`config.mk`:
```
export PLATFORM = sky130hd
export DESIGN_NAME = cmf_formatter
export DESIGN_NICKNAME = d
export VERILOG_FILES = /design/src/hdl/cmf_pkg.sv /design/src/hdl/cmf_formatter.sv
export SDC_FILE = /design/constraint.sdc
export NUM_CORES = 1
export LEC_CHECK = 0
export BUFFER_PORTS_ARGS = -buffer_cell sky130_fd_sc_hd__buf_2
export CORE_AREA = 2 2 191 193
export DETAILED_ROUTE_END_ITERATION = 16
export DIE_AREA = 0 0 193 195
export GPL_TIMING_DRIVEN = 0
export PLACE_DENSITY = 0.56
export SYNTH_ARGS = -nofsm -noshare
export SYNTH_HDL_FRONTEND = slang
export SYNTH_SLANG_ARGS = --single-unit
```
`constraint.sdc`:
```
create_clock -name clk -period 1.6 [get_ports clk]
set_input_delay 0.32 -clock clk [delete_from_list [all_inputs] [get_ports clk]]
set_output_delay 0.32 -clock clk [all_outputs]
set_load 0.05 [all_outputs]
```
`src/hdl/cmf_pkg.sv`:
```
package cmf_pkg;
  // address spaces seen by a core access
  typedef enum logic [1:0] {CMF_SP_NORMAL, CMF_SP_LONG, CMF_SP_SHORT, CMF_SP_INSTR} cmf_space_t;
  // access widths presented to memory
  typedef enum logic [1:0] {CMF_W16, CMF_W32, CMF_W48, CMF_W64} cmf_width_t;
  // system control register fields
  localparam int          CMF_SYSTEM_CONTROL_REGISTER_VT_BIT    = 2;
  localparam int          CMF_SYSTEM_CONTROL_REGISTER_BW_LSB    = 9;
  localparam int          CMF_NUM_BLOCKS       = 4;
  // mode one register fields
  localparam int          CMF_M1_SECOND_BIT    = 21;
  localparam int          CMF_M1_BC_NINE_BIT   = 22;
  localparam int          CMF_M1_BC_ONE_BIT    = 23;
  localparam int          CMF_M1_SSE_BIT       = 13;
  // mode two register fields
  localparam int          CMF_M2_IOP_DET_BIT   = 20;
  localparam int          CMF_M2_MIS_DET_BIT   = 21;
  // vector table placements
  localparam logic [19:0] CMF_VT_INTERNAL      = 20'h9_0000;
  localparam logic [19:0] CMF_VT_NO_BOOT       = 20'h8_0000;
  // reset values of the control registers
  localparam logic [31:0] CMF_SYSTEM_CONTROL_REGISTER_RST       = 32'h0000_0000;
  localparam logic [31:0] CMF_MODE_ONE_REGISTER_RST        = 32'h0000_0000;
  localparam logic [31:0] CMF_MODE_TWO_REGISTER_RST        = 32'h0000_0000;
  // sticky flag positions
  localparam int          CMF_STKY_IOP_BIT     = 0;
  localparam int          CMF_STKY_MIS_BIT     = 1;
endpackage

```
`src/hdl/cmf_formatter.sv`:
```
`timescale 1ns/1ps
module cmf_formatter
  import cmf_pkg::*;
#(
  parameter int ADDR_W = 24
) (
  input  wire logic              clk,
  input  wire logic              rst_n,
  // control register writes
  input  wire logic              system_control_register_we,
  input  wire logic [31:0]       system_control_register_wdata,
  input  wire logic              mode_one_register_we,
  input  wire logic [31:0]       mode_one_register_wdata,
  input  wire logic              mode_two_register_we,
  input  wire logic [31:0]       mode_two_register_wdata,
  input  wire logic              boot_no_boot,
  // sticky clear, one bit per flag
  input  wire logic [1:0]        sticky_clear,
  // core access request
  input  wire logic              acc_valid,
  input  wire logic              acc_write,
  input  wire cmf_space_t        acc_space,
  input  wire logic [ADDR_W-1:0] acc_addr,
  input  wire logic [1:0]        acc_block,
  input  wire logic              force_long_modifier,
  input  wire logic              acc_exchange,
  input  wire logic              acc_iop,
  input  wire logic              acc_dma,
  input  wire logic              acc_index_one,
  input  wire logic              acc_index_nine,
  input  wire logic [3:0]        acc_reg,
  input  wire logic              acc_second,
  // register file store data (named and neighbour)
  input  wire logic [39:0]       reg_rdata_named,
  input  wire logic [39:0]       reg_rdata_pair,
  // memory read data
  input  wire logic [63:0]       mem_rdata,
  // memory side
  output logic                   mem_valid,
  output logic                   mem_write,
  output cmf_width_t             mem_width,
  output logic [ADDR_W-1:0]      mem_addr,
  output logic [63:0]            mem_wdata,
  // register file load side
  output logic                   rf_we,
  output logic                   rf_we_pair,
  output logic                   rf_we_other,
  output logic [3:0]             rf_idx,
  output logic [3:0]             rf_idx_pair,
  output logic                   rf_second,
  output logic [39:0]            rf_wdata,
  output logic [39:0]            rf_wdata_pair,
  // mode outputs
  output logic                   second_element_enable,
  output logic [19:0]            vector_table_base,
  output logic                   illegal_input_condition_irq,
  output logic [1:0]             sticky_status_register
);

  // control registers
  logic [31:0] system_control_register_q;
  logic [31:0] mode_one_register_q;
  logic [31:0] mode_two_register_q;
  logic [1:0]  sticky_q;
  logic        irq_q;

  // load context, one copy per pipeline stage, so that the answer is
  // formatted with the width of the access it belongs to
  logic        ld1_q;     // stage one: request stands on the memory bus
  logic        ld2_q;     // stage two: answer stands on mem_rdata
  cmf_width_t  wid1_q;
  cmf_width_t  wid2_q;
  logic        bcast1_q;
  logic        bcast2_q;
  logic [3:0]  ridx1_q;
  logic [3:0]  ridx2_q;
  logic [3:0]  pidx1_q;
  logic [3:0]  pidx2_q;
  logic        sec1_q;
  logic        sec2_q;

  // the forced long path drops the address lsb, so two bits is the floor
  if (ADDR_W < 2) begin : g_addr_w_check
    $error("ADDR_W below 2 cannot hold the pair select bit");
  end

  // decoded control bits
  wire logic                      vector_table_internal_force = system_control_register_q[CMF_SYSTEM_CONTROL_REGISTER_VT_BIT];
  wire logic [CMF_NUM_BLOCKS-1:0] block_word_width_select =
    system_control_register_q[CMF_SYSTEM_CONTROL_REGISTER_BW_LSB +: CMF_NUM_BLOCKS];
  wire logic broadcast_on_index_one  = mode_one_register_q[CMF_M1_BC_ONE_BIT];
  wire logic broadcast_on_index_nine = mode_one_register_q[CMF_M1_BC_NINE_BIT];
  wire logic short_sign_extend       = mode_one_register_q[CMF_M1_SSE_BIT];
  wire logic iop_access_detect_enable      = mode_two_register_q[CMF_M2_IOP_DET_BIT];
  wire logic misaligned_long_detect_enable = mode_two_register_q[CMF_M2_MIS_DET_BIT];

  // forced long applies to normal-word space and to exchange accesses
  wire logic forced  = force_long_modifier && (acc_space == CMF_SP_NORMAL || acc_exchange);
  wire logic blk_wide = block_word_width_select[acc_block];

  // width choice ranked: force, then exchange or fetch, then space, then block bit
  cmf_width_t width;
  always_comb begin
    if (forced) begin
      width = CMF_W64;
    end else if (acc_exchange || acc_space == CMF_SP_INSTR) begin
      width = CMF_W48;
    end else begin
      case (acc_space)
        CMF_SP_LONG:   width = CMF_W64;
        CMF_SP_SHORT:  width = CMF_W16;
        CMF_SP_NORMAL: width = blk_wide ? CMF_W48 : CMF_W32;
        default:       width = CMF_W48;
      endcase
    end
  end

  // neighbour pair: even index named, odd index neighbour
  wire logic [3:0] pair_even = {acc_reg[3:1], 1'b0};
  wire logic [3:0] pair_odd  = {acc_reg[3:1], 1'b1};
  wire logic       long_acc  = (width == CMF_W64);

  // forced long ignores lsb; long space is already 64-bit aligned
  wire logic [ADDR_W-1:0] addr_eff = forced ? {acc_addr[ADDR_W-1:1], 1'b0} : acc_addr;

  // illegal condition detection, DMA accesses excluded from the iop check only
  wire logic ev_mis = acc_valid && forced && acc_addr[0] && misaligned_long_detect_enable;
  wire logic ev_iop = acc_valid && acc_iop && !acc_dma && iop_access_detect_enable;

  // broadcast on loads indexed by the chosen index registers
  wire logic bcast = !acc_write && ((acc_index_one && broadcast_on_index_one) ||
                                    (acc_index_nine && broadcast_on_index_nine));

  // store data formatting
  // narrow widths all start at bit 0, so 16/32/64 mixes at one address line up
  logic [63:0] wdata;
  always_comb begin
    case (width)
      CMF_W64: wdata = {reg_rdata_pair[39:8], reg_rdata_named[39:8]};
      CMF_W48: wdata = {16'h0000, reg_rdata_named, 8'h00};
      CMF_W32: wdata = {32'h0000_0000, reg_rdata_named[39:8]};
      CMF_W16: wdata = {48'h0000_0000_0000, reg_rdata_named[23:8]};
      default: wdata = 64'h0000_0000_0000_0000;
    endcase
  end

  // load data formatting, using the width stored for the answering access
  logic [39:0] ld_named;
  logic [39:0] ld_pair;
  always_comb begin
    ld_pair = {mem_rdata[63:32], 8'h00};
    case (wid2_q)
      CMF_W64: ld_named = {mem_rdata[31:0], 8'h00};
      CMF_W48: ld_named = mem_rdata[47:8];
      CMF_W32: ld_named = {mem_rdata[31:0], 8'h00};
      CMF_W16: ld_named = {{16{short_sign_extend & mem_rdata[15]}}, mem_rdata[15:0], 8'h00};
      default: ld_named = 40'h00_0000_0000;
    endcase
  end

  // control register writes
  always_ff @(posedge clk or negedge rst_n) begin
    if (!rst_n) begin
      system_control_register_q <= CMF_SYSTEM_CONTROL_REGISTER_RST;
      mode_one_register_q  <= CMF_MODE_ONE_REGISTER_RST;
      mode_two_register_q  <= CMF_MODE_TWO_REGISTER_RST;
    end else begin
      if (system_control_register_we) system_control_register_q <= system_control_register_wdata;
      if (mode_one_register_we)       mode_one_register_q  <= mode_one_register_wdata;
      if (mode_two_register_we)       mode_two_register_q  <= mode_two_register_wdata;
    end
  end

  // set events placed at the sticky flag positions
  wire logic [1:0] sticky_set;
  assign sticky_set[CMF_STKY_IOP_BIT] = ev_iop;
  assign sticky_set[CMF_STKY_MIS_BIT] = ev_mis;

  // sticky flags: a new event wins over a clear in the same cycle
  for (genvar i = 0; i < 2; i++) begin : g_sticky
    always_ff @(posedge clk or negedge rst_n) begin
      if (!rst_n) begin
        sticky_q[i] <= 1'b0;
      end else begin
        sticky_q[i] <= sticky_set[i] | (sticky_q[i] & ~sticky_clear[i]);
      end
    end
  end

  // illegal condition pulse, masking is left to the interrupt controller
  always_ff @(posedge clk or negedge rst_n) begin
    if (!rst_n) begin
      irq_q <= 1'b0;
    end else begin
      irq_q <= ev_iop | ev_mis;
    end
  end

  // registered memory request
  always_ff @(posedge clk or negedge rst_n) begin
    if (!rst_n) begin
      mem_valid <= 1'b0;
      mem_write <= 1'b0;
      mem_width <= CMF_W32;
      mem_addr  <= '0;
      mem_wdata <= 64'h0000_0000_0000_0000;
    end else begin
      mem_valid <= acc_valid;
      mem_write <= acc_write;
      mem_width <= width;
      mem_addr  <= addr_eff;
      mem_wdata <= wdata;
    end
  end

  // load context, stage one: taken with the request; fetches feed the sequencer
  always_ff @(posedge clk or negedge rst_n) begin
    if (!rst_n) begin
      ld1_q    <= 1'b0;
      wid1_q   <= CMF_W32;
      bcast1_q <= 1'b0;
      ridx1_q  <= 4'h0;
      pidx1_q  <= 4'h1;
      sec1_q   <= 1'b0;
    end else begin
      ld1_q    <= acc_valid && !acc_write && (acc_space != CMF_SP_INSTR);
      wid1_q   <= width;
      bcast1_q <= bcast;
      ridx1_q  <= long_acc ? pair_even : acc_reg;
      pidx1_q  <= pair_odd;
      sec1_q   <= acc_second;
    end
  end

  // load context, stage two: lines up with the memory answer on mem_rdata
  always_ff @(posedge clk or negedge rst_n) begin
    if (!rst_n) begin
      ld2_q    <= 1'b0;
      wid2_q   <= CMF_W32;
      bcast2_q <= 1'b0;
      ridx2_q  <= 4'h0;
      pidx2_q  <= 4'h1;
      sec2_q   <= 1'b0;
    end else begin
      ld2_q    <= ld1_q;
      wid2_q   <= wid1_q;
      bcast2_q <= bcast1_q;
      ridx2_q  <= ridx1_q;
      pidx2_q  <= pidx1_q;
      sec2_q   <= sec1_q;
    end
  end

  // load outputs taken from memory data in the answer cycle
  always_ff @(posedge clk or negedge rst_n) begin
    if (!rst_n) begin
      rf_we         <= 1'b0;
      rf_we_pair    <= 1'b0;
      rf_we_other   <= 1'b0;
      rf_idx        <= 4'h0;
      rf_idx_pair   <= 4'h1;
      rf_second     <= 1'b0;
      rf_wdata      <= 40'h00_0000_0000;
      rf_wdata_pair <= 40'h00_0000_0000;
    end else begin
      rf_we         <= ld2_q;
      rf_we_pair    <= ld2_q && (wid2_q == CMF_W64);
      rf_we_other   <= ld2_q && bcast2_q;
      rf_idx        <= ridx2_q;
      rf_idx_pair   <= pidx2_q;
      rf_second     <= sec2_q;
      rf_wdata      <= ld_named;
      rf_wdata_pair <= ld_pair;
    end
  end

  // mode outputs
  assign second_element_enable       = mode_one_register_q[CMF_M1_SECOND_BIT];
  assign vector_table_base           = (vector_table_internal_force || !boot_no_boot) ?
                                       CMF_VT_INTERNAL : CMF_VT_NO_BOOT;
  assign illegal_input_condition_irq = irq_q;
  assign sticky_status_register      = sticky_q;

endmodule

```
==> implementation parameters, run 1 <==
Parameter                              Value

Outcome
  Result of the run    finished, violations left
  Violated checks    setup timing

Yosys
  Post-synthesis sequential element count    202
  Post-Synthesis Cells    between 400 and 500
  Dominant cells by area after synthesis    dfrtp_1 (75%), mux2_2 (5.9%), a22o_1 (4.2%)
  Area share of the largest cell type after synthesis    75.4%
  Summed instance area of the synthesized netlist    6640 sq um
  Yosys warnings    0
  Mean instance size in the synthesized netlist    16.5 sq um
  Cell taking the most area after synthesis    dfrtp_1
  Cell variety after synth    28
  Register area share after synthesis    76.2%

Route
  Detailed-routing wirelength on met1    7.92 mm
  DRC Markers    0
  Number of vias per cell    3.71
  Number of violations reported at the end of detailed-routing iteration 0    86
  Highest routed metal layer    met5
  Number of nets with antenna violations after routing    0
  Wire length per cell    around 16 microns
  Number of search-and-repair iterations in the first detailed-routing pass    4
  Total wire length    22.1 mm
  Met2 wire length    11.4 mm
  Routed length on met3    2.10 mm
  Via count of the routed design    5177

Clocking
  Clock-pin transition on the worst setup and hold timing paths    60 ps
  TritonCTS clock tree    built
  Latest clock arrival within the worst-skew pair    520 ps
  Clock root buffer master    clkbuf_16
  CTS buffer count    23
  Buffers from clock root to sink, at most    3
  Sink Count    ~200
  H-Tree Depth    1

Worst setup path
  Endpoint type of the worst setup path    flip-flop
  Worst path arrival time    2270 ps
  Startpoint-to-endpoint class of the critical path    reg -> reg
  Startpoint type of the worst setup path    flip-flop
  Stage delay of the slowest cell on the critical path    roughly 500 ps
  Slowest stage cell, crit path    mux4_2
  Required @ worst endpoint    roughly 2000 ps
  Maximum fanout along the worst path    10
  Crit-path cells    mux4_2 -> a211o_4 -> buf_12 -> buf_6 -> a22o_1

Timing
  Least-Margin Pin Slew    roughly 610 ps
  Minimum setup slack in the final design    -275 ps
  Final Skew    11.9 ps
  Count of final max-slew check failures    0
  Setup repair after global routing missed its margin    true
  Final hold slack    29.7 ps
  Hold violation total from the final report    0
  Slew HR    between 50 and 60%
  Clock period minus worst slack    1870 ps
  Fin crit share    117%
  Fmax    533 MHz
  Final setup violation count    slightly below 50
  Total Neg Setup Slack    -9770 ps

Finish
  Count of fill cells added during filler insertion    3634
  Most used cells in the layout excluding fill and tap cells    buf_2 (370), dfrtp_1 (200), dlygate4sd3_1 (87), buf_4 (37), mux2_2 (35)
  Count of non-filler cells in the finished layout    1395
  Fin util    31.1%
  Finished layout cell area    11000 sq um
  Most common library cell in the layout ignoring fill and taps    buf_2
  Ant diodes    0
  Fraction of layout cells with a size suffix above 1    53.9%
  Number of nets in the layout    1208
  Area growth from synthesis to layout    66.0%

Die
  Die ar.    approximately 38000 sq um
  Starting density of the core    18.7%
  Vertical die dimension    195 microns
  Cell row count    69
  Area of the core region    35400 sq um
  Die boundary width    193 microns
  Num ports    around 500

Placement
  Final Wtd Congestion    ~0.74
  Total placed instance area    9240 sq um
  Port Buffer Count    375
  Detail Placement HPWL    roughly 16 mm
  Count of placed standard cells including taps    roughly 1.3k
  Worst setup slack after placement    -802 ps

Global route
  Gr usage total    11.2%
  Maximum number of pins on one net before global-route repair    around 110
  GR Overflow Total    0
  Initial antenna violation count    1
  Wire length of the first global-routing pass    31.8 mm
  Vias in the first global route    5700

Power
  Areal power density over the cells    1280 nW/um^2
  Static Leak    5.58 nW
  Maximum VDD drop    0.714 mV
  Total power consumption of the routed design    14.1 mW

Run
  Number of maximum-capacitance violations    0

Min path
  Hold WC Path Type    in -> reg
worst paths after layout:
check,start,end,slack (ps),cells after the start
max,system_control_register_q[12],mem_wdata[28],-270,5
min,reg_rdata_pair[17],mem_wdata[41],30,2
max reg2reg,system_control_register_q[12],mem_wdata[28],-270,5
min reg2reg,ridx1_q[1],ridx2_q[1],350,0
max in group asynchronous,rst_n,mem_wdata[21],280,3
min in group asynchronous,rst_n,mem_addr[22],360,2
critical path: cells and delay by family, from the launching register on:
family	cells	cell delay (ps)
buffers and inverters	2	310
multiplexers	1	500
AO/OA/AOI/OAI	2	550
flip-flops	1	380
what timing repair did:
item,4_1_cts,5_1_grt
setup buffers,2,4
gates resized for setup,17,19
endpoints found under the hold margin,180,0
cloned,0,0
endpoints found under the setup margin,97,110
pin swaps,4,3
hold buffers,87,0
cell type report:
class	instances	area (sq um)	share of cell area, %
inverter	4	15.0	0.136
clock buffer	33	673	6.11
tap	461	577	5.24
clock inverter	7	91.3	0.829
buffer	46	363	3.29
sequential	202	5060	45.9
multi-input combinational	174	1380	12.6
timing repair buffer	468	2850	25.9
per-layer routing:
metal | vias to the layer above | global-route usage, %
met2 | 270 | 20.7
met1 | 2502 | 11.4
li1 | 2358 | -
met4 | 2 | 4.57
met5 | - | 0
met3 | 45 | 3.49
registers in the layout, summed over array words and instances (netlist names), 3 cells and up:
name / flops
mem_wdata: 64
rf_wdata: 40
rf_wdata_pair: 32
mem_addr: 24
system_control_register_q: 5
mode_one_register_q: 4
rf_idx: 3
ridx1_q: 3
ridx2_q: 3
kinds of logic after synthesis:
| kind of cell | synth area share [%] |
|---|---|
| flip-flops | 76.2 |
| AO/OA/AOI/OAI | 7.81 |
| AND/OR/NAND/NOR | 4.60 |
| buffers and inverters | 4.98 |
| multiplexers | 6.28 |
| other | 0.113 |
cells in the mapped netlist:
cell         n
dfrtp_1    200
mux2_2      35
buf_4       33
a22o_1      32
and2_1      26
a221o_1     16
clkbuf_1    12
nor2b_1     12
nor2_1       5
inv_1        4
a21oi_1      2
buf_6        2
conb_1       2
dfstp_2      2
nand2b_1     2
nor3_1       2
o21ai_0      2
o22ai_1      2
a211o_1      1
a211oi_1     1
a211oi_2     1
a22oi_1      1
and3_1       1
and3b_1      1
mux4_2       1
nand2_1      1
nand3b_1     1
o2111ai_1    1
report_power, final:
group / switching [mW] / internal, mW / leakage [nW] / total (mW)
clock: 2.09 / 3.23 / 0.376 / 5.32
combinational: 2.16 / 0.943 / 2.77 / 3.10
sequential: 0.129 / 5.51 / 2.44 / 5.64
(Power assumes the default switching activity.)
==> inputs of run 2 (changes only) <==
--- a/config.mk
+++ b/config.mk
@@ -5,10 +5,11 @@
 export SDC_FILE = /design/constraint.sdc
 export NUM_CORES = 1
 export LEC_CHECK = 0
+export ABC_AREA = 1
 export BUFFER_PORTS_ARGS = -buffer_cell sky130_fd_sc_hd__buf_2
-export CORE_AREA = 2 2 191 193
+export CORE_AREA = 2 2 192 194
 export DETAILED_ROUTE_END_ITERATION = 16
-export DIE_AREA = 0 0 193 195
+export DIE_AREA = 0 0 194 196
 export GPL_TIMING_DRIVEN = 0
 export PLACE_DENSITY = 0.56
 export SYNTH_ARGS = -nofsm -noshare
==> implementation parameters, run 2 <==
Parameter                              Value

Die
  Num ports    497 (unchanged)
  Die boundary width    194 microns (+0.52%)
  Die ar.    38000 sq um (+1.0%)
  Vertical die dimension    196 microns (+0.51%)
  Cell row count    70 (+1.4%)
  Starting density of the core    19.1% (+0.32 points)
  Area of the core region    36100 sq um (+1.9%)

Yosys
  Yosys warnings    0 (unchanged)
  Synth cell count leaders    dfrtp_1 (200), nand2_1 (131), nand3_1 (60)
  Cell variety after synth    21 (-25%)
  Mean instance size in the synthesized netlist    11.8 sq um (-28%)
  Xor and xnor area share after synthesis    0% (unchanged)
  Compound-gate portion of the synthesized area    4.71% (-3.1 points)
  Post-synthesis sequential element count    202 (unchanged)
  Mux contribution to synthesized area    1.47% (-4.8 points)
  Number of enable flip-flop cells after synthesis    0 (unchanged)
  Post-Synthesis Cells    581 (+45%)
  Register area share after synthesis    73.5% (-2.7 points)
  Dominant combinational cell family by area after synthesis    simple AND/OR/NAND/NOR gates
  Post-synthesis async set-or-reset flop share    100% (unchanged)
  Post-synthesis share of cell area spent on full adders, half adders and majority gates    0% (unchanged)
  Area share of the largest cell type after synthesis    72.8% (-2.7 points)
  Most repeated cell in the gate-level netlist after synthesis    dfrtp_1
  Commonest register cell after synthesis    dfrtp_1
  Cell taking the most area after synthesis    dfrtp_1
  Dominant cells by area after synthesis    dfrtp_1 (73%), nand2_1 (7.1%), nand3_1 (4.4%)
  Synth Area in Simple Gates    12.4% (+7.8 points)
  Summed instance area of the synthesized netlist    6880 sq um (+3.7%)

Finish
  Fraction of layout cells with a size suffix above 1    42.7% (-11 points)
  Most used cells in the layout excluding fill and tap cells    buf_2 (373), dfrtp_1 (199), nand2_1 (128), dlygate4sd3_1 (100), nand3_1 (60)
  Fin util    31.5% (+0.34 points)
  Area growth from synthesis to layout    65.0%
  Largest register FFs    64 (unchanged)
  Count of fill cells added during filler insertion    3640 (+0.17%)
  Most common library cell in the layout ignoring fill and taps    buf_2
  Count of non-filler cells in the finished layout    1596 (+14%)
  Most flops, register    mem_wdata
  Registers with the highest flip-flop counts    mem_wdata: 64 flops, rf_wdata: 40 flops, rf_wdata_pair: 32 flops
  Finished layout cell area    11400 sq um (+3.1%)
  Number of nets in the layout    1399 (+16%)

Placement
  Port Buffer Count    375 (unchanged)
  Total placed instance area    9480 sq um (+2.7%)
  Detail Placement HPWL    18.3 mm (+14%)
  Worst setup slack after placement    -802 ps (+0.0590 ps)
  Final Wtd Congestion    0.793 (+7.5%)
  Count of placed standard cells including taps    1451 (+15%)

Worst setup path
  R2R Setup Slk    110 ps (+380 ps)
  Crit-path cells    buf_4 -> buf_4
  Stage delay of the slowest cell on the critical path    380 ps (-120 ps)
  Slowest stage cell, crit path    dfrtp_1
  Endpoint type of the worst setup path    output pin
  Most common cell type on the critical path    buf_4
  Startpoint type of the worst setup path    flip-flop
  Worst path arrival time    1220 ps (-1050 ps)
  Maximum fanout along the worst path    2 (-8)
  Startpoint of the most critical register-to-register path    wid2_q[1]
  R2R Path End    rf_wdata[29]
  Required @ worst endpoint    1280 ps (-720 ps)
  Startpoint-to-endpoint class of the critical path    reg -> out
  Cells on worst reg2reg path    4 (-1)

Min path
  Worst hold endpoint    mem_wdata[9]
  Hold Crit Start    reg_rdata_named[17]
  Hold Path Stages    3 (+1)
  Hold WC Path Type    in -> reg

Power
  Maximum VDD drop    0.839 mV (+17%)
  Total power consumption of the routed design    14.1 mW (+0.12%)
  Areal power density over the cells    1240 nW/um^2 (-2.8%)
  Static Leak    6.12 nW (+9.7%)

Timing
  Slew HR    54.4% (-4.6 points)
  Minimum setup slack in the final design    55.1 ps (+330 ps)
  Hold violation total from the final report    0 (unchanged)
  Final setup violation count    0 (-100%)
  Least-Margin Pin Slew    684 ps (+69.0 ps)
  Clock period minus worst slack    1540 ps (-330 ps)
  Final Skew    12.2 ps (+0.383 ps)
  Fin crit share    96.6% (-21 points)
  Fmax    647 MHz (+21%)
  Count of final max-slew check failures    0 (unchanged)
  Setup repair after global routing missed its margin    true

Clocking
  Latest clock arrival within the worst-skew pair    520 ps (about the same)
  Clock-pin transition on the worst setup and hold timing paths    60 ps (about the same)
  Clock root buffer master    clkbuf_16
  Buffers from clock root to sink, at most    3 (unchanged)
  Sink Count    202 (unchanged)
  H-Tree Depth    1 (unchanged)
  TritonCTS clock tree    built
  CTS buffer count    23 (unchanged)

Route
  Met2 wire length    12.8 mm (+12%)
  Number of vias per cell    3.80 (+2.3%)
  Routed length on met3    2.10 mm (about the same)
  Number of nets with antenna violations after routing    0 (unchanged)
  Highest routed metal layer    met4
  DRC Markers    0 (unchanged)
  Via count of the routed design    6062 (+17%)
  Detailed-routing wirelength on met1    9.24 mm (+17%)
  Wire length per cell    15.5 microns (-2.2%)
  Number of violations reported at the end of detailed-routing iteration 0    202 (+130%)
  Number of search-and-repair iterations in the first detailed-routing pass    6 (+2)
  Total wire length    24.8 mm (+12%)

Global route
  GR Overflow Total    0 (unchanged)
  Gr usage total    12.7% (+1.5 points)
  Initial antenna violation count    1 (unchanged)
  Wire length of the first global-routing pass    37.1 mm (+17%)
  Maximum number of pins on one net before global-route repair    122 (+12%)
  Vias in the first global route    6506 (+14%)

Outcome
  Result of the run    finished clean

Run
  Number of maximum-capacitance violations    0 (unchanged)
==> run 2: final cells by class <==
type / count / area [sq um] / area share (%)
diodes: 1 / 2.50 / 0.0220
plain buffers: 52 / 365 / 3.22
inverters: 56 / 211 / 1.86
clock inverters: 8 / 71.3 / 0.628
multi-input cells: 294 / 1430 / 12.6
well taps: 468 / 586 / 5.16
repair buffers: 481 / 2980 / 26.3
flip-flops and latches: 202 / 5060 / 44.6
clock buffers: 34 / 647 / 5.70
==> run 2: how the worst max path moves through the flow <==
stage                                         end  depth (start not counted)                           from  slack, ps
floorplan                           mem_wdata[10]                          9                   acc_block[0]        260
global placement    system_control_register_q[11]                          1                          rst_n      -3290
detailed placement                  mem_wdata[13]                         10                   acc_block[0]       -800
CTS                                 mem_wdata[17]                          9  system_control_register_q[12]         20
global route                        mem_wdata[17]                          8  system_control_register_q[12]        -20
finish                             rf_idx_pair[3]                          2                 rf_idx_pair[3]         60
==> run 2: worst max-delay path: cells and delay by family, from the launching register on <==
kind	cells	cell delay, ps
buf+inv	2	320
flops	1	380
==> run 2: per-stage QoR <==
stage | hold WS [ps] | TNS, ps
after floorplan | 24.4 | 0
after global placement | 332 | -707360
after detailed placement | 337 | -39560
after CTS | 1.19 | 0
after global routing | 6.27 | -76.4
final | 23.3 | 0
==> run 2: layer usage <==
metal	vias up	global-route usage, %
met1	2891	13.8
met5	-	0
met3	40	3.66
met2	299	23.5
li1	2832	-
met4	0	4.46
==> run 2: cells by family (layout without fill, tap and decap cells) <==
logic type             count (synthesis)  in the layout
AOI/OAI and AO/OA                     51             51
buffers and inverters                111            631
DFF                                  202            202
muxes                                  9              9
other                                  2             29
and+or+nand+nor                      206            206
==> run 2: where the power goes <==
group / switching (mW) / internal (mW) / total [mW]
logic: 2.45 / 0.900 / 3.35
clock network: 2.09 / 2.96 / 5.05
registers: 0.136 / 5.54 / 5.68
==> run 2: what timing repair did <==
item	4_1_cts	5_1_grt
setup endpoints to repair	84	30
pin swaps	2	1
setup buffers	3	2
resized for setup	31	18
hold buffers	100	0
cloned	0	0
hold endpoints to repair	180	0
==> inputs of run 3 (changes only) <==
--- a/config.mk
+++ b/config.mk
@@ -7,11 +7,14 @@
 export LEC_CHECK = 0
 export ABC_AREA = 1
 export BUFFER_PORTS_ARGS = -buffer_cell sky130_fd_sc_hd__buf_2
-export CORE_AREA = 2 2 192 194
+export CORE_AREA = 2 2 195 197
+export CTS_BUF_LIST = sky130_fd_sc_hd__clkbuf_4 sky130_fd_sc_hd__clkbuf_8
 export DETAILED_ROUTE_END_ITERATION = 16
-export DIE_AREA = 0 0 194 196
+export DIE_AREA = 0 0 197 199
 export GPL_TIMING_DRIVEN = 0
-export PLACE_DENSITY = 0.56
+export PLACE_DENSITY = 0.55
+export SKIP_CTS_REPAIR_TIMING = 1
 export SYNTH_ARGS = -nofsm -noshare
 export SYNTH_HDL_FRONTEND = slang
 export SYNTH_SLANG_ARGS = --single-unit
+export TNS_END_PERCENT = 1
==> implementation parameters, run 3 (synthesized netlist as in run 2, its figures left out) <==
Parameter                              Value

Die
  Area of the core region    37100 sq um (+2.9%)
  Vertical die dimension    199 microns (+1.5%)
  Cell row count    71 (+1.4%)
  Die boundary width    197 microns (+1.5%)
  Num ports    497 (unchanged)
  Starting density of the core    18.5% (-0.54 points)
  Die ar.    39200 sq um (+3.1%)

Power
  Share of total power consumed by net switching    33.5% (+0.23 points)
  Total power consumption of the routed design    14.6 mW (+3.4%)
  Maximum VDD drop    0.551 mV (-34%)
  Reg power frac    39.0% (-1.3 points)
  Switch Pwr    4.87 mW (+4.1%)
  Areal power density over the cells    1200 nW/um^2 (-3.1%)
  Static Leak    6.46 nW (+5.5%)
  Proportion of power drawn by the clock network    36.9% (+1.0 points)
  Internal power component    9.69 mW (+3.0%)
  Gate power share    24.1% (+0.3 points)

Finish
  Area growth from synthesis to layout    76.2%
  Largest register FFs    64 (unchanged)
  Most common library cell in the layout ignoring fill and taps    buf_2
  Count of fill cells added during filler insertion    3728 (+2.4%)
  Finished layout cell area    12100 sq um (+6.7%)
  Registers with the highest flip-flop counts    mem_wdata: 64 flops, rf_wdata: 40 flops, rf_wdata_pair: 32 flops
  Most used cells in the layout excluding fill and tap cells    buf_2 (368), dfrtp_1 (199), dlygate4sd3_1 (161), nand2_1 (127), nand3_1 (59)
  Multi-input combinational cell area    1430 sq um (+0.18%)
  Most flops, register    mem_wdata
  Number of nets in the layout    1475 (+5.4%)
  Ant diodes    0 (-1)
  Fraction of layout cells with a size suffix above 1    42.7% (about the same)
  Footprint of the flip-flops and latches    5060 sq um (unchanged)

Clocking
  CTS buffer count    38 (+65%)
  Sink Count    202 (unchanged)
  Latest clock arrival within the worst-skew pair    560 ps (+40 ps)
  Buffers from clock root to sink, at most    3 (unchanged)
  Clock root buffer master    clkbuf_8
  TritonCTS clock tree    built
  Clock-pin transition on the worst setup and hold timing paths    60 ps (about the same)
  H-Tree Depth    2 (+1)

Worst setup path
  Startpoint-to-endpoint class of the critical path    reg -> out
  Stage delay of the slowest cell on the critical path    540 ps (+160 ps)
  Crit-path cells    buf_8
  Maximum fanout along the worst path    2 (unchanged)
  Family of cells with the greatest summed delay on the critical path    flip-flops
  R2R Setup Slk    80 ps (-30 ps)
  Count of buffer and inverter cells on the critical path    1 (-1)
  Cells on worst reg2reg path    4 (unchanged)
  Endpoint type of the worst setup path    output pin
  Required @ worst endpoint    1280 ps (about the same)
  Slowest stage cell, crit path    dfstp_2
  Startpoint type of the worst setup path    flip-flop
  Depth of the critical timing path with buffers and inverters included    1 (-1)
  Worst path arrival time    1250 ps (+30 ps)

Placement
  Port Buffer Count    375 (unchanged)
  Final Wtd Congestion    0.787 (-0.78%)
  Worst setup slack after placement    -860 ps (-58.2 ps)
  Total placed instance area    9500 sq um (+0.16%)
  Detail Placement HPWL    18.1 mm (-0.80%)

Route
  Number of search-and-repair iterations in the first detailed-routing pass    4 (-2)
  DRC Markers    0 (unchanged)
  Wire length per cell    15.1 microns (-2.6%)
  Via count of the routed design    6324 (+4.3%)
  Number of violations reported at the end of detailed-routing iteration 0    127 (-37%)
  Total wire length    25.5 mm (+3.0%)
  Number of vias per cell    3.75 (-1.4%)
  Number of nets with antenna violations after routing    0 (unchanged)

Timing
  Least-Margin Pin Slew    742 ps (+58.0 ps)
  Setup repair after global routing missed its margin    true
  Fmax    636 MHz (-1.8%)
  Final hold slack    -2.08 ps (-25.4 ps)
  Count of final max-slew check failures    0 (unchanged)
  Total Neg Setup Slack    0 ps (unchanged)
  Fin crit share    98.3% (+1.7 points)
  Minimum setup slack in the final design    27.4 ps (-27.7 ps)
  Clock period minus worst slack    1570 ps (+27.7 ps)
  Final setup violation count    0 (unchanged)
  Slew HR    50.5% (-3.9 points)
  Hold violation total from the final report    1 (+1)
  Final Skew    13.5 ps (+1.24 ps)

Min path
  Hold Path Stages    2 (-1)
  Hold WC Path Type    in -> reg

Run
  Number of maximum-capacitance violations    0 (unchanged)

Global route
  GR Overflow Total    0 (unchanged)
  Maximum number of pins on one net before global-route repair    113 (-7.4%)
  Wire length of the first global-routing pass    34.0 mm (-8.5%)
  Gr usage total    11.7% (-0.94 points)
  Initial antenna violation count    0 (-1)
  Vias in the first global route    5807 (-11%)

Outcome
  Violated checks    hold timing
  Result of the run    finished, violations left
==> run 3: changes by cell type in the layout (fill, tap and decap cells not counted), sizes merged <==
cell         before  now
clkinvlp          1    5
clkbuf           48   76
clkinv            6    3
dlygate4sd3     100  161
diode             1    0
buf             419  416
==> run 3: path summary, 6_finish.rpt <==
| check | startpoint | end |
|---|---|---|
| max | wid1_q[0] | mem_width[0] |
| min | mode_two_register_we | mode_two_register_q[20] |
| max reg2reg | wid2_q[0] | rf_wdata[20] |
| min reg2reg | bcast1_q | bcast2_q |
| max in group asynchronous | rst_n | rf_wdata_pair[37] |
| min in group asynchronous | rst_n | rf_wdata[6] |
==> run 3: metal layers <==
metal,track usage [%],vias to the layer above,wire [microns]
li1,-,2989,-
met2,20.9,306,13400
met5,0,-,0
met3,4.80,55,2150
met4,4.40,0,692
met1,12.4,2974,9270
==> run 3: power groups by stage <==
| stage | registers (mW) | logic [mW] | clock network [mW] |
|---|---|---|---|
| 6_report | 5.68 | 3.50 | 5.38 |
| 2_1_floorplan | 7.14 | 0.659 | 0 |
| 3_5_place_dp | 5.75 | 3.13 | 0 |
| 3_3_place_gp | 5.75 | 3.11 | 0 |
| 4_1_cts | 5.67 | 3.14 | 5.59 |
| 5_1_grt | 5.72 | 3.72 | 5.84 |
==> run 3: final cells by class <==
cell class | instances | area share [%]
multi-input combinational | 294 | 11.8
clock buffer | 59 | 6.13
inverter | 56 | 1.77
tap | 474 | 4.89
sequential | 202 | 41.7
timing repair buffer | 540 | 29.7
clock inverter | 9 | 0.692
buffer | 54 | 3.24
==> run 3: stage by stage <==
| stage | utilization (%) | hold slack, ps | cells |
|---|---|---|---|
| after floorplan | - | 24.4 | 607 |
| after global placement | 25.4 | 332 | 1456 |
| after detailed placement | 25.6 | 335 | 1458 |
| after CTS | 27.8 | -244 | 1526 |
| after global routing | 32.6 | -3.46 | 1688 |
| final | 32.6 | -2.08 | 1688 |
